===== src/core/t16lp_pkg.sv =====
// Package with register map, field layout and constants of the 16-bit low-power timer.
package t16lp_pkg;

  // Register byte addresses on the APB bus.
  localparam logic [7:0] T16LP_ADDR_CTRL = 8'h00;
  localparam logic [7:0] T16LP_ADDR_CNT_LOW = 8'h04;
  localparam logic [7:0] T16LP_ADDR_CNT_HIGH = 8'h08;
  localparam logic [7:0] T16LP_ADDR_IRQ = 8'h0c;

  // Field positions inside the control register.
  localparam int T16LP_BIT_WIDE = 7;
  localparam int T16LP_BIT_SYSRUN = 6;
  localparam int T16LP_BIT_PS_HI = 5;
  localparam int T16LP_BIT_PS_LO = 4;
  localparam int T16LP_BIT_OSCEN = 3;
  localparam int T16LP_BIT_NOSYNC = 2;
  localparam int T16LP_BIT_EXTSRC = 1;
  localparam int T16LP_BIT_RUN = 0;

  // Field positions inside the interrupt register.
  localparam int T16LP_BIT_OVF_FLAG = 0;
  localparam int T16LP_BIT_OVF_EN = 1;

  // Values after reset.
  localparam logic [7:0] T16LP_CTRL_RST = 8'h00;
  localparam logic [15:0] T16LP_COUNT_RST = 16'h0000;
  localparam logic [7:0] T16LP_BYTE_RST = 8'h00;

  // Counter limits and the compare mode that requests a special event reset.
  localparam logic [15:0] T16LP_COUNT_MAX = 16'hffff;
  localparam logic [3:0] T16LP_CMP_SPECIAL_MODE = 4'hb;

  // Instruction cycle is the oscillator frequency divided by four.
  localparam int T16LP_INSTR_DIV = 4;
  localparam logic [1:0] T16LP_INSTR_LAST = 2'(T16LP_INSTR_DIV - 1);

  // System clock select code for running from the low-power oscillator.
  localparam logic [1:0] T16LP_SCS_LP_OSC = 2'h1;

  // Power-managed states seen from this block.
  typedef enum logic [1:0] {
    T16LP_PM_OTHER = 2'b00,
    T16LP_PM_SEC_RUN = 2'b01,
    T16LP_PM_SEC_IDLE = 2'b10
  } t16lp_pm_t;

  // Control register fields, bit 7 down to bit 0.
  typedef struct packed {
    logic buffered_wide_access;
    logic sysclk_from_lp_osc;
    logic [1:0] input_prescale_sel;
    logic lp_osc_enable;
    logic ext_sync_disable;
    logic clock_source_sel;
    logic counter_run;
  } t16lp_ctrl_t;

  // One compare unit's special event request.
  typedef struct packed {
    logic trig;
    logic [3:0] mode;
  } t16lp_cmp_t;

endpackage


===== src/core/t16lp_top.sv =====
// 16-bit up-counter with prescaler, low-power oscillator control and APB registers.
`timescale 1ns/100ps
module t16lp_top (
  // Clock and reset.
  input wire logic CLK_SYS_IN,
  input wire logic RST_B_IN,
  // APB slave.
  input wire logic PSEL_IN,
  input wire logic PENABLE_IN,
  input wire logic PWRITE_IN,
  input wire logic [7:0] PADDR_IN,
  input wire logic [31:0] PWDATA_IN,
  output logic [31:0] PRDATA_OUT,
  output logic PREADY_OUT,
  output logic PSLVERR_OUT,
  // Clock sources from pins.
  input wire logic EXT_CLOCK_PIN_IN,
  input wire logic LP_OSC_CLK_IN,
  // Oscillator control and power-managed mode.
  input wire logic SYSCLK_FROM_LP_OSC_IN,
  input wire logic [1:0] SYSTEM_CLOCK_SELECT_IN,
  input wire logic IDLE_ON_SLEEP_IN,
  input wire logic SLEEP_EXEC_IN,
  input wire logic WAKE_IN,
  output logic LP_OSC_ENABLE_OUT,
  output logic SEC_RUN_OUT,
  output logic SEC_IDLE_OUT,
  // Compare unit special event triggers.
  input wire t16lp_pkg::t16lp_cmp_t CMP_A_IN,
  input wire t16lp_pkg::t16lp_cmp_t CMP_B_IN,
  // Crystal pins as digital port bits, bit 0 crystal input, bit 1 crystal output.
  input wire logic [1:0] PORT_C_DIRECTION_IN,
  input wire logic [1:0] PORT_C_DATA_IN,
  input wire logic [1:0] CRYSTAL_PINS_IN,
  output logic [1:0] CRYSTAL_PINS_O_OUT,
  output logic [1:0] CRYSTAL_PINS_OE_OUT,
  output logic [1:0] PORT_C_READ_OUT,
  // Overflow interrupt.
  output logic OVERFLOW_IRQ_OUT
);

  t16lp_pkg::t16lp_ctrl_t ctrl_reg;
  logic [15:0] count_reg;
  logic [15:0] count_next;
  logic [7:0] high_buf_reg;
  logic [2:0] pre_cnt_reg;
  logic [1:0] instr_div_reg;
  logic overflow_flag_reg;
  logic overflow_irq_enable_reg;
  logic [31:0] rdata_reg;
  logic sysrun_s1_reg;
  logic sysrun_s2_reg;
  logic ext_s1_reg;
  logic ext_s2_reg;
  logic osc_s1_reg;
  logic osc_s2_reg;
  logic src_prev_reg;
  logic [1:0] pin_s1_reg;
  logic [1:0] pin_s2_reg;
  logic [1:0] port_read_reg;
  t16lp_pkg::t16lp_pm_t pm_reg;
  logic setup;
  logic acc;
  logic wr;
  logic rd;
  logic mapped;
  logic wr_ctrl;
  logic wr_low;
  logic wr_high;
  logic wr_irq;
  logic rd_low;
  logic instr_tick;
  logic src_level;
  logic src_edge;
  logic raw_tick;
  logic pre_tick;
  logic cnt_tick;
  logic special_rst;
  logic async_mode;
  logic wrap;
  logic cnt_wr;

  // Mask of the prescaler count at which one counter tick is passed on.
  function automatic logic [2:0] pre_mask(input logic [1:0] sel);
    pre_mask = 3'((4'h1 << sel) - 4'h1);
  endfunction

  // True when a compare unit asks for the special event reset.
  function automatic logic cmp_fires(input t16lp_pkg::t16lp_cmp_t c);
    cmp_fires = c.trig && (c.mode == t16lp_pkg::T16LP_CMP_SPECIAL_MODE);
  endfunction

  // APB decode; the slave never waits, so every access phase completes at once.
  assign setup = PSEL_IN && !PENABLE_IN;
  assign acc = PSEL_IN && PENABLE_IN;
  assign wr = acc && PWRITE_IN;
  assign rd = setup && !PWRITE_IN; // Reads are served from the setup phase.
  assign mapped = (PADDR_IN == t16lp_pkg::T16LP_ADDR_CTRL) ||
                  (PADDR_IN == t16lp_pkg::T16LP_ADDR_CNT_LOW) ||
                  (PADDR_IN == t16lp_pkg::T16LP_ADDR_CNT_HIGH) ||
                  (PADDR_IN == t16lp_pkg::T16LP_ADDR_IRQ);
  assign wr_ctrl = wr && (PADDR_IN == t16lp_pkg::T16LP_ADDR_CTRL);
  assign wr_low = wr && (PADDR_IN == t16lp_pkg::T16LP_ADDR_CNT_LOW);
  assign wr_high = wr && (PADDR_IN == t16lp_pkg::T16LP_ADDR_CNT_HIGH);
  assign wr_irq = wr && (PADDR_IN == t16lp_pkg::T16LP_ADDR_IRQ);
  assign rd_low = rd && (PADDR_IN == t16lp_pkg::T16LP_ADDR_CNT_LOW);
  assign PREADY_OUT = 1'b1;
  assign PSLVERR_OUT = acc && !mapped;
  assign PRDATA_OUT = rdata_reg;

  // Read data is captured in the setup phase so that it comes from a flip-flop.
  always_ff @(posedge CLK_SYS_IN) begin
    if (!RST_B_IN) begin
      rdata_reg <= 32'h0000_0000;
    end else if (rd) begin
      case (PADDR_IN)
        t16lp_pkg::T16LP_ADDR_CTRL: rdata_reg <= {24'h00_0000, ctrl_reg};
        t16lp_pkg::T16LP_ADDR_CNT_LOW: rdata_reg <= {24'h00_0000, count_reg[7:0]};
        t16lp_pkg::T16LP_ADDR_CNT_HIGH: begin
          rdata_reg <= {24'h00_0000, ctrl_reg.buffered_wide_access ?
                        high_buf_reg : count_reg[15:8]};
        end
        t16lp_pkg::T16LP_ADDR_IRQ: begin
          rdata_reg <= {30'h0000_0000, overflow_irq_enable_reg, overflow_flag_reg};
        end
        default: rdata_reg <= 32'h0000_0000;
      endcase
    end
  end

  // Control register; the status bit is read-only and follows the synchronised input.
  always_ff @(posedge CLK_SYS_IN) begin
    if (!RST_B_IN) begin
      ctrl_reg <= t16lp_pkg::T16LP_CTRL_RST;
    end else begin
      if (wr_ctrl) begin
        ctrl_reg.buffered_wide_access <= PWDATA_IN[t16lp_pkg::T16LP_BIT_WIDE];
        ctrl_reg.input_prescale_sel <=
          PWDATA_IN[t16lp_pkg::T16LP_BIT_PS_HI:t16lp_pkg::T16LP_BIT_PS_LO];
        ctrl_reg.lp_osc_enable <= PWDATA_IN[t16lp_pkg::T16LP_BIT_OSCEN];
        ctrl_reg.ext_sync_disable <= PWDATA_IN[t16lp_pkg::T16LP_BIT_NOSYNC];
        ctrl_reg.clock_source_sel <= PWDATA_IN[t16lp_pkg::T16LP_BIT_EXTSRC];
        ctrl_reg.counter_run <= PWDATA_IN[t16lp_pkg::T16LP_BIT_RUN];
      end
      ctrl_reg.sysclk_from_lp_osc <= sysrun_s2_reg;
    end
  end

  // Two-flop synchronisers for every input that arrives from outside this clock.
  always_ff @(posedge CLK_SYS_IN) begin
    if (!RST_B_IN) begin
      sysrun_s1_reg <= 1'b0;
      sysrun_s2_reg <= 1'b0;
      ext_s1_reg <= 1'b0;
      ext_s2_reg <= 1'b0;
      osc_s1_reg <= 1'b0;
      osc_s2_reg <= 1'b0;
      pin_s1_reg <= 2'h0;
      pin_s2_reg <= 2'h0;
    end else begin
      sysrun_s1_reg <= SYSCLK_FROM_LP_OSC_IN;
      sysrun_s2_reg <= sysrun_s1_reg;
      ext_s1_reg <= EXT_CLOCK_PIN_IN;
      ext_s2_reg <= ext_s1_reg;
      osc_s1_reg <= LP_OSC_CLK_IN;
      osc_s2_reg <= osc_s1_reg;
      pin_s1_reg <= CRYSTAL_PINS_IN;
      pin_s2_reg <= pin_s1_reg;
    end
  end

  // The oscillator is gated only by its enable bit, never by the power state.
  assign LP_OSC_ENABLE_OUT = ctrl_reg.lp_osc_enable;

  // Instruction cycle enable: one pulse every fourth system clock.
  always_ff @(posedge CLK_SYS_IN) begin
    if (!RST_B_IN) begin
      instr_div_reg <= 2'h0;
    end else if (instr_div_reg == t16lp_pkg::T16LP_INSTR_LAST) begin
      instr_div_reg <= 2'h0;
    end else begin
      instr_div_reg <= instr_div_reg + 2'h1;
    end
  end
  assign instr_tick = (instr_div_reg == t16lp_pkg::T16LP_INSTR_LAST);

  // External source is the oscillator when enabled, otherwise the clock pin.
  assign src_level = ctrl_reg.lp_osc_enable ? osc_s2_reg : ext_s2_reg;
  always_ff @(posedge CLK_SYS_IN) begin
    if (!RST_B_IN) begin
      src_prev_reg <= 1'b0;
    end else begin
      src_prev_reg <= src_level;
    end
  end
  assign src_edge = src_level && !src_prev_reg;
  assign raw_tick = ctrl_reg.clock_source_sel ? src_edge : instr_tick;
  // With one clock the unsynchronised mode still samples the pin; it differs
  // only in that the special event reset is not honoured there.
  assign async_mode = ctrl_reg.clock_source_sel && ctrl_reg.ext_sync_disable;

  // Prescaler; cleared by a low-byte write, left alone by a high-byte write.
  assign pre_tick = raw_tick && (pre_cnt_reg == pre_mask(ctrl_reg.input_prescale_sel));
  always_ff @(posedge CLK_SYS_IN) begin
    if (!RST_B_IN) begin
      pre_cnt_reg <= 3'h0;
    end else if (wr_low) begin
      pre_cnt_reg <= 3'h0;
    end else if (ctrl_reg.counter_run && raw_tick) begin
      pre_cnt_reg <= pre_tick ? 3'h0 : pre_cnt_reg + 3'h1;
    end
  end

  assign cnt_tick = ctrl_reg.counter_run && pre_tick;
  assign special_rst = (cmp_fires(CMP_A_IN) || cmp_fires(CMP_B_IN)) && !async_mode;
  // In buffered mode a high write only fills the buffer, so it neither swallows a
  // tick nor blocks a special reset.
  assign cnt_wr = wr_low || (wr_high && !ctrl_reg.buffered_wide_access);
  assign wrap = cnt_tick && (count_reg == t16lp_pkg::T16LP_COUNT_MAX) &&
                !cnt_wr && !special_rst;

  // Counter next value: writes first, then special reset, then counting.
  always_comb begin
    count_next = count_reg;
    if (cnt_wr) begin
      if (wr_low) begin
        count_next[7:0] = PWDATA_IN[7:0];
        if (ctrl_reg.buffered_wide_access) begin
          count_next[15:8] = high_buf_reg;
        end
      end
      if (wr_high && !ctrl_reg.buffered_wide_access) begin
        count_next[15:8] = PWDATA_IN[7:0];
      end
    end else if (special_rst) begin
      count_next = t16lp_pkg::T16LP_COUNT_RST;
    end else if (cnt_tick) begin
      count_next = count_reg + 16'h0001;
    end
  end

  always_ff @(posedge CLK_SYS_IN) begin
    if (!RST_B_IN) begin
      count_reg <= t16lp_pkg::T16LP_COUNT_RST;
    end else begin
      count_reg <= count_next;
    end
  end

  // High-byte buffer: loaded by high writes, and in buffered mode by low-byte reads at the same
  // edge that captures the low byte for read data, so the two halves are always coherent.
  always_ff @(posedge CLK_SYS_IN) begin
    if (!RST_B_IN) begin
      high_buf_reg <= t16lp_pkg::T16LP_BYTE_RST;
    end else if (wr_high) begin
      high_buf_reg <= PWDATA_IN[7:0];
    end else if (rd_low && ctrl_reg.buffered_wide_access) begin
      high_buf_reg <= count_reg[15:8];
    end
  end

  // Overflow flag is sticky; a wrap in the clearing cycle wins over the clear.
  always_ff @(posedge CLK_SYS_IN) begin
    if (!RST_B_IN) begin
      overflow_flag_reg <= 1'b0;
      overflow_irq_enable_reg <= 1'b0;
    end else begin
      if (wrap) begin
        overflow_flag_reg <= 1'b1;
      end else if (wr_irq && PWDATA_IN[t16lp_pkg::T16LP_BIT_OVF_FLAG]) begin
        overflow_flag_reg <= 1'b0;
      end
      if (wr_irq) begin
        overflow_irq_enable_reg <= PWDATA_IN[t16lp_pkg::T16LP_BIT_OVF_EN];
      end
    end
  end
  assign OVERFLOW_IRQ_OUT = overflow_flag_reg && overflow_irq_enable_reg;

  // Crystal pins lose their digital function while the oscillator is enabled.
  always_ff @(posedge CLK_SYS_IN) begin
    if (!RST_B_IN) begin
      port_read_reg <= 2'h0;
    end else if (ctrl_reg.lp_osc_enable) begin
      port_read_reg <= 2'h0;
    end else begin
      port_read_reg <= pin_s2_reg;
    end
  end
  assign PORT_C_READ_OUT = port_read_reg;
  assign CRYSTAL_PINS_O_OUT = PORT_C_DATA_IN;
  // Direction bit 0 means output, as on a port; ignored under the oscillator.
  assign CRYSTAL_PINS_OE_OUT = ctrl_reg.lp_osc_enable ? 2'h0 : ~PORT_C_DIRECTION_IN;

  // Power-managed view: running from the oscillator, and its idle state on sleep while IDLE_ON_SLEEP_IN is low.
  always_ff @(posedge CLK_SYS_IN) begin
    if (!RST_B_IN) begin
      pm_reg <= t16lp_pkg::T16LP_PM_OTHER;
    end else begin
      case (pm_reg)
        t16lp_pkg::T16LP_PM_OTHER: begin
          if (SYSTEM_CLOCK_SELECT_IN == t16lp_pkg::T16LP_SCS_LP_OSC) begin
            pm_reg <= t16lp_pkg::T16LP_PM_SEC_RUN;
          end
        end
        t16lp_pkg::T16LP_PM_SEC_RUN: begin
          if (SYSTEM_CLOCK_SELECT_IN != t16lp_pkg::T16LP_SCS_LP_OSC) begin
            pm_reg <= t16lp_pkg::T16LP_PM_OTHER;
          end else if (SLEEP_EXEC_IN && !IDLE_ON_SLEEP_IN) begin
            pm_reg <= t16lp_pkg::T16LP_PM_SEC_IDLE;
          end
        end
        t16lp_pkg::T16LP_PM_SEC_IDLE: begin
          if (WAKE_IN) begin
            pm_reg <= t16lp_pkg::T16LP_PM_SEC_RUN;
          end
        end
        default: pm_reg <= t16lp_pkg::T16LP_PM_OTHER;
      endcase
    end
  end
  assign SEC_RUN_OUT = (pm_reg == t16lp_pkg::T16LP_PM_SEC_RUN);
  assign SEC_IDLE_OUT = (pm_reg == t16lp_pkg::T16LP_PM_SEC_IDLE);
endmodule // t16lp_top


===== config.mk =====
export PLATFORM = sky130hd
export DESIGN_NAME = t16lp_top
export DESIGN_NICKNAME = d
export VERILOG_FILES = /design/src/core/t16lp_pkg.sv /design/src/core/t16lp_top.sv
export SDC_FILE = /design/constraint.sdc
export NUM_CORES = 1
export LEC_CHECK = 0
export BUFFER_PORTS_ARGS = -buffer_cell sky130_fd_sc_hd__buf_4
export CAP_MARGIN = 0
export CELL_PAD_IN_SITES_DETAIL_PLACEMENT = 0
export CELL_PAD_IN_SITES_GLOBAL_PLACEMENT = 1
export CORE_UTILIZATION = 30
export CTS_CLUSTER_DIAMETER = 40
export DETAILED_ROUTE_END_ITERATION = 12
export GPL_TIMING_DRIVEN = 0
export HOLD_SLACK_MARGIN = 0.06
export PLACE_DENSITY = 0.73
export RECOVER_POWER = 25
export SLEW_MARGIN = 0
export SYNTH_ARGS = -nofsm -noshare
export SYNTH_HDL_FRONTEND = slang
export SYNTH_SLANG_ARGS = --single-unit

===== constraint.sdc =====
create_clock -name CLK_SYS_IN -period 3.12 [get_ports CLK_SYS_IN]
set_input_delay 0.312 -clock CLK_SYS_IN [delete_from_list [all_inputs] [get_ports CLK_SYS_IN]]
set_output_delay 0.312 -clock CLK_SYS_IN [all_outputs]
set_load 0.01 [all_outputs]

Word-level counts from Yosys, hierarchy flattened. Cells that the tools add are included.

Register bits: 86. Bits of input ports: 69.

Multiplexer cells: 20. Add/subtract/negate cells: 4. Shift operators: 1. Reduce and logical (&&, ||, !) cells: 51. Bitwise operators: 2. Equal/unequal tests: 17.

Operators by type and width (count): two-way mux 16 bit (4); two-way mux 8 bit (4); one-hot mux 8 bit (4 select lines) (1); logical AND 1 bit (26); adder 16 x 1 -> 16 bit, second input constant (1); equality test 16 bit, second input constant (1); equality test 8 x 4 -> 1 bit, second input constant (2); two-way mux 2 bit (5); zero test 1 bit (9); equality test 4 bit, second input constant (2); equality test 8 x 3 -> 1 bit, second input constant (1); zero test 8 bit (1); inequality test 2 bit, second input constant (3); one-hot mux 2 bit (3 select lines) (1); OR reduction 2 bit (3); logical OR 1 bit (5); equality test 2 x 1 -> 1 bit, second input constant (2); equality test 2 bit, second input constant (2); two-way mux 1 bit (4); AND reduction 2 bit (2); nonzero test 2 bit (2); adder 3 x 1 -> 3 bit, second input constant (1); equality test 3 bit (1); two-way mux 3 bit (1); 11 further kinds (11).

Depth between registers and ports, before layout.
Depth in word-level cells: 9. Depth in mapped cells: 8.

Worst setup path before layout. Ideal clock, no wire load.

Kind: reg-to-reg. Start: register ctrl_reg, in the netlist LP_OSC_ENABLE_OUT. End: register count_reg[4]. Stages on the path, launching flop included: 9. Slack: 1.271 ns. Period minus slack after synthesis: 1.849 ns. Arrival time: 1.730 ns. Required time: 3.001 ns. Buffers on the path: 2. Library setup time: 0.119 ns. Path through: dfxtp_1 > buf_4 > mux2i_1 > o31a_1 > o21bai_4 > o211ai_2 > buf_6 > o311a_1 > nor3_2.

Cells in the longest elaborated chain, start to end: 7.

RTL lines: start, declared (RTL line t16lp_top.sv:42) `t16lp_pkg::t16lp_ctrl_t ctrl_reg;`; start signal, assigned (RTL line t16lp_top.sv:134) `ctrl_reg <= t16lp_pkg::T16LP_CTRL_RST;`; two-way mux 1 bit (RTL line t16lp_top.sv:188) `assign src_level = ctrl_reg.lp_osc_enable ? osc_s2_reg : ext_s2_reg;`; logical AND 1 bit (RTL line t16lp_top.sv:196) `assign src_edge = src_level && !src_prev_reg;`; two-way mux 1 bit (RTL line t16lp_top.sv:197) `assign raw_tick = ctrl_reg.clock_source_sel ? src_edge : instr_tick;`; logical AND 1 bit (RTL line t16lp_top.sv:203) `assign pre_tick = raw_tick && (pre_cnt_reg == pre_mask(ctrl_reg.input_prescale_sel));`; logical AND 1 bit (RTL line t16lp_top.sv:214) `assign cnt_tick = ctrl_reg.counter_run && pre_tick;`; nonzero test 3 bit (no source line); AND reduction 2 bit (no source line); end signal, assigned (RTL line t16lp_top.sv:244) `count_reg <= t16lp_pkg::T16LP_COUNT_RST;`; end signal, assigned (RTL line t16lp_top.sv:246) `count_reg <= count_next;`; end, declared (RTL line t16lp_top.sv:43) `logic [15:0] count_reg;`.

No other way between the ends. A chain may end at the register's enable or synchronous reset.

Final worst setup path.
Start: register ctrl_reg[7] (netlist name). End: register rdata_reg[6] (netlist: PRDATA_OUT[6]).

Cells in the longest elaborated chain, start to end: 2.

RTL lines: two-way mux 8 bit; one-hot mux 8 bit (4 select lines) (RTL line t16lp_top.sv:116) `case (PADDR_IN)`; end signal, assigned (RTL line t16lp_top.sv:117) `t16lp_pkg::T16LP_ADDR_CTRL: rdata_reg <= {24'h00_0000, ctrl_reg};`; end signal, assigned (RTL line t16lp_top.sv:118) `t16lp_pkg::T16LP_ADDR_CNT_LOW: rdata_reg <= {24'h00_0000, count_reg[7:0]};`; end signal, assigned (RTL line t16lp_top.sv:120) `rdata_reg <= {24'h00_0000, ctrl_reg.buffered_wide_access ?`; end, declared (RTL line t16lp_top.sv:50) `logic [31:0] rdata_reg;`.

No other way between the ends.

==> out/results.tsv <==
metric	value	unit
min_period_over_period	68.6	%
largest_reg_flops	16	
fmax	468	MHz
grt_max_degree	12	
synth_edf_count	0	
maxCapViolCount	0	
multi_input_area	0.00193	mm²
dr.pass1.iters	5	
clkSlewWorstSetupHoldPaths	0.05	ns
grt_pass1_vias	2949	
critPathCaptureType	flip-flop	
die_h	109	µm
antenna_cells	0	
chipWidth	109	µm
fin_skew	0.00537	ns
syn_inst	399	
wirelength	10.0	mm
finalSetupViolCount	0	
crit_slowest_cell	clkbuf_1	
clkLatencyLatePin	0.33	ns
clock_path_buffers	2	
initialDrtViolationCount	219	
syn_avg_cell_area	8.57	µm²
antenna_found_initial	0	
htree_levels	3	
place_ws	0.791	ns
syn_area	0.00342	mm²
hp-class	in -> reg	
cp_cell_sequence	clkbuf_1 > mux2i_1 > a211oi_1 > a21oi_1 > nor2_1 > a21oi_1 > nor2_1	
timing.hold.ws	0.184	ns
post_cts_buffers	0	
worst_hold_startpoint	SYSCLK_FROM_LP_OSC_IN	
seqCellArea	0.00124	mm²
met3_usage	4.18	%
path_buf_inv	1	
cts_buffers	9	
synth_compound_area_share	16.9	%
ys_types	59	
grt_remaining_overflow	0	
synth_top_family_by_area	simple AND/OR/NAND/NOR gates	
startpoint	ctrl_reg[7]$_SDFFE_PN0P_	
area_growth	28.7	%
power.leakage	1.75	nW
period_needed	2.14	ns
hpwl	7.27	mm
synthArstFlopShare	0	%
slew_headroom	31.6	%
pwr_density_cell	457	mW/mm²
yosys.area_share.xor_xnor	3.07	%
coreArea	0.0110	mm²
critPathCapture	PRDATA_OUT[6]$_SDFFE_PN0P_	
cp_max_fo	10	
worstPathRequired	3.31	ns
cts.repair.resized	0	
final_layout_size_suffix_gt1_share	25.1	%
r2r-start	ctrl_reg[7]$_SDFFE_PN0P_	
ys_ff_latch	62	
ir_worst_vdd	0.211	mV
synth_ff_type	dfxtp_1	
finalSetupTns	0	ns
holdBufCountCts	0	
status	complete, no violations	
grt_util_all_layers	17.8	%
dieArea	0.0118	mm²
root_buffer	clkbuf_16	
grt.busiest_layer	met2	
avgViaCountPerCell	4.99	
globalplace.congestion	0.904	
worst_setup_path_start_kind	flip-flop	
synth-adder-area-share	1.10	%
rsz0062_at_grt	false	
routedWlPerCell	15.7	µm
synthSimpleGateAreaFrac	25.7	%
path_class	reg -> reg	
worst_r2r_path_depth	7	
max_stage_delay	0.58	ns
path_depth	7	
drc	0	
vias	3181	
reg2reg_to	PRDATA_OUT[6]$_SDFFE_PN0P_	
fillers	1108	
num-nets-final	565	
grt_pass1_wl	15.6	mm
clock_sinks	62	
slew_violations	0	
ys_seq_area_share	36.3	%
layout_setup_ws	0.981	ns
use_met1	23.4	%
ff2ff_setup_slack	0.98	ns
ant_nets	0	
tightest_slew	1.02	ns
placementRows	38	
tritoncts	built	
start_util	31.1	%
path_delay_family	buffers and inverters	
yosysWarningCount	0	
grtUsageMet2	28.1	%
hold_viol	0	
io_pins	113	
port_buffers	60	
yosys-mux-area-fraction	7.03	%
arrival	2.33	ns
==> report_power, final <==
part / total (mW) / switching, mW / leakage [nW] / internal [mW]
Combinational: 0.188 / 0.0979 / 1.11 / 0.0906
Clock: 1.01 / 0.366 / 0.142 / 0.639
Sequential: 0.818 / 0.0108 / 0.503 / 0.808
Total: 2.01 / 0.474 / 1.75 / 1.54
==> layer usage <==
metal  vias to the layer above  wire length, µm
li1                       1556                -
met1                      1450             4490
met2                       153             4530
met3                        22              811
met4                         0              202
met5                         -                0
==> worst register-to-register path: stages, from the launching register on <==
cell      delay [ns]
dfxtp_1         0.45
clkbuf_1        0.59
mux2i_1         0.35
a211oi_1        0.11
a21oi_1         0.27
nor2_1          0.07
a21oi_1         0.12
nor2_1          0.05
==> layout make-up <==
class	instances	area share, %
clock inverters	5	1.34
multi-input cells	305	43.9
flip-flops and latches	62	28.2
inverters	10	0.853
well taps	140	3.98
plain buffers	45	6.69
clock buffers	11	5.52
repair buffers	60	9.47
==> Yosys cell counts, drive strengths merged, types with 5 or more instances <==
| master | count | share of area (%) |
|---|---|---|
| and3 | 6 | 1.1 |
| clkbuf | 9 | 0.99 |
| nor3b | 6 | 1.3 |
| a21oi | 29 | 4.2 |
| nor3 | 12 | 3.1 |
| a222oi | 6 | 1.8 |
| xnor2 | 8 | 2.0 |
| mux2i | 15 | 4.4 |
| o22ai | 8 | 1.5 |
| nand3 | 12 | 1.8 |
| dfxtp | 62 | 36 |
| buf | 36 | 7.6 |
| a211oi | 7 | 1.7 |
| inv | 9 | 0.99 |
| o21ai | 7 | 1.0 |
| nand2 | 24 | 2.6 |
| nor2 | 62 | 6.9 |
| and2 | 18 | 3.3 |
| a22oi | 5 | 1.1 |
==> stage by stage <==
| stage | area [µm²] | utilization, % | power [mW] | instances |
|---|---|---|---|---|
| finish | 4400 | 40.0 | 2.01 | 638 |
| detailed placement | 4130 | 37.6 | 1.02 | 622 |
| floorplan | 3500 | - | 0.939 | 422 |
| global placement | 4130 | 37.6 | 1.02 | 622 |
| CTS | 4430 | 40.4 | 2.03 | 638 |
| global route | 4400 | 40.0 | 2.08 | 638 |
==> worst min-delay path by stage <==
stage               slack [ns]                           to  depth (start not counted)
finish                    0.18     sysrun_s1_reg$_SDFF_PN0_                          2
global placement          0.41     pin_s2_reg[1]$_SDFF_PN0_                          1
floorplan                 0.40  instr_div_reg[0]$_SDFF_PP0_                          1
global route              0.18        ext_s1_reg$_SDFF_PN0_                          2
detailed placement        0.42        osc_s2_reg$_SDFF_PN0_                          1
CTS                       0.17     sysrun_s1_reg$_SDFF_PN0_                          2
==> logic make-up after synthesis <==
group,after synthesis
AOI/OAI and AO/OA,80
xor gates and xnor gates,12
adders and majority gates,3
buffers and inverters,55
DFF,62
muxes,21
other,2
and+or+nand+nor,164
==> cell usage in the layout, fill, tap and decap left out, types with 2 or more instances in the layout <==
cell type,count
nand3b_1,4
a222oi_1,6
o22ai_1,8
nor3_2,9
or3_1,2
dfxtp_1,62
clkinvlp_4,2
nand4_1,4
clkbuf_1,19
nor2_1,61
nand2_1,24
inv_1,9
xor2_1,4
and2_1,12
nor3b_1,6
o31a_1,2
nor2b_1,4
ha_1,3
nor4_2,2
o21ai_1,4
mux4_2,2
o311a_1,4
xnor2_1,8
a211oi_1,6
buf_1,2
nor3_1,3
buf_6,2
a22oi_1,5
a21oi_1,29
conb_1,25
clkbuf_16,9
o21ai_0,3
buf_4,79
and3_1,6
nand3_1,12
a31oi_1,2
buf_2,4
and2_0,6
mux2i_1,15
mux2_2,4
(Power assumes the default switching activity.)
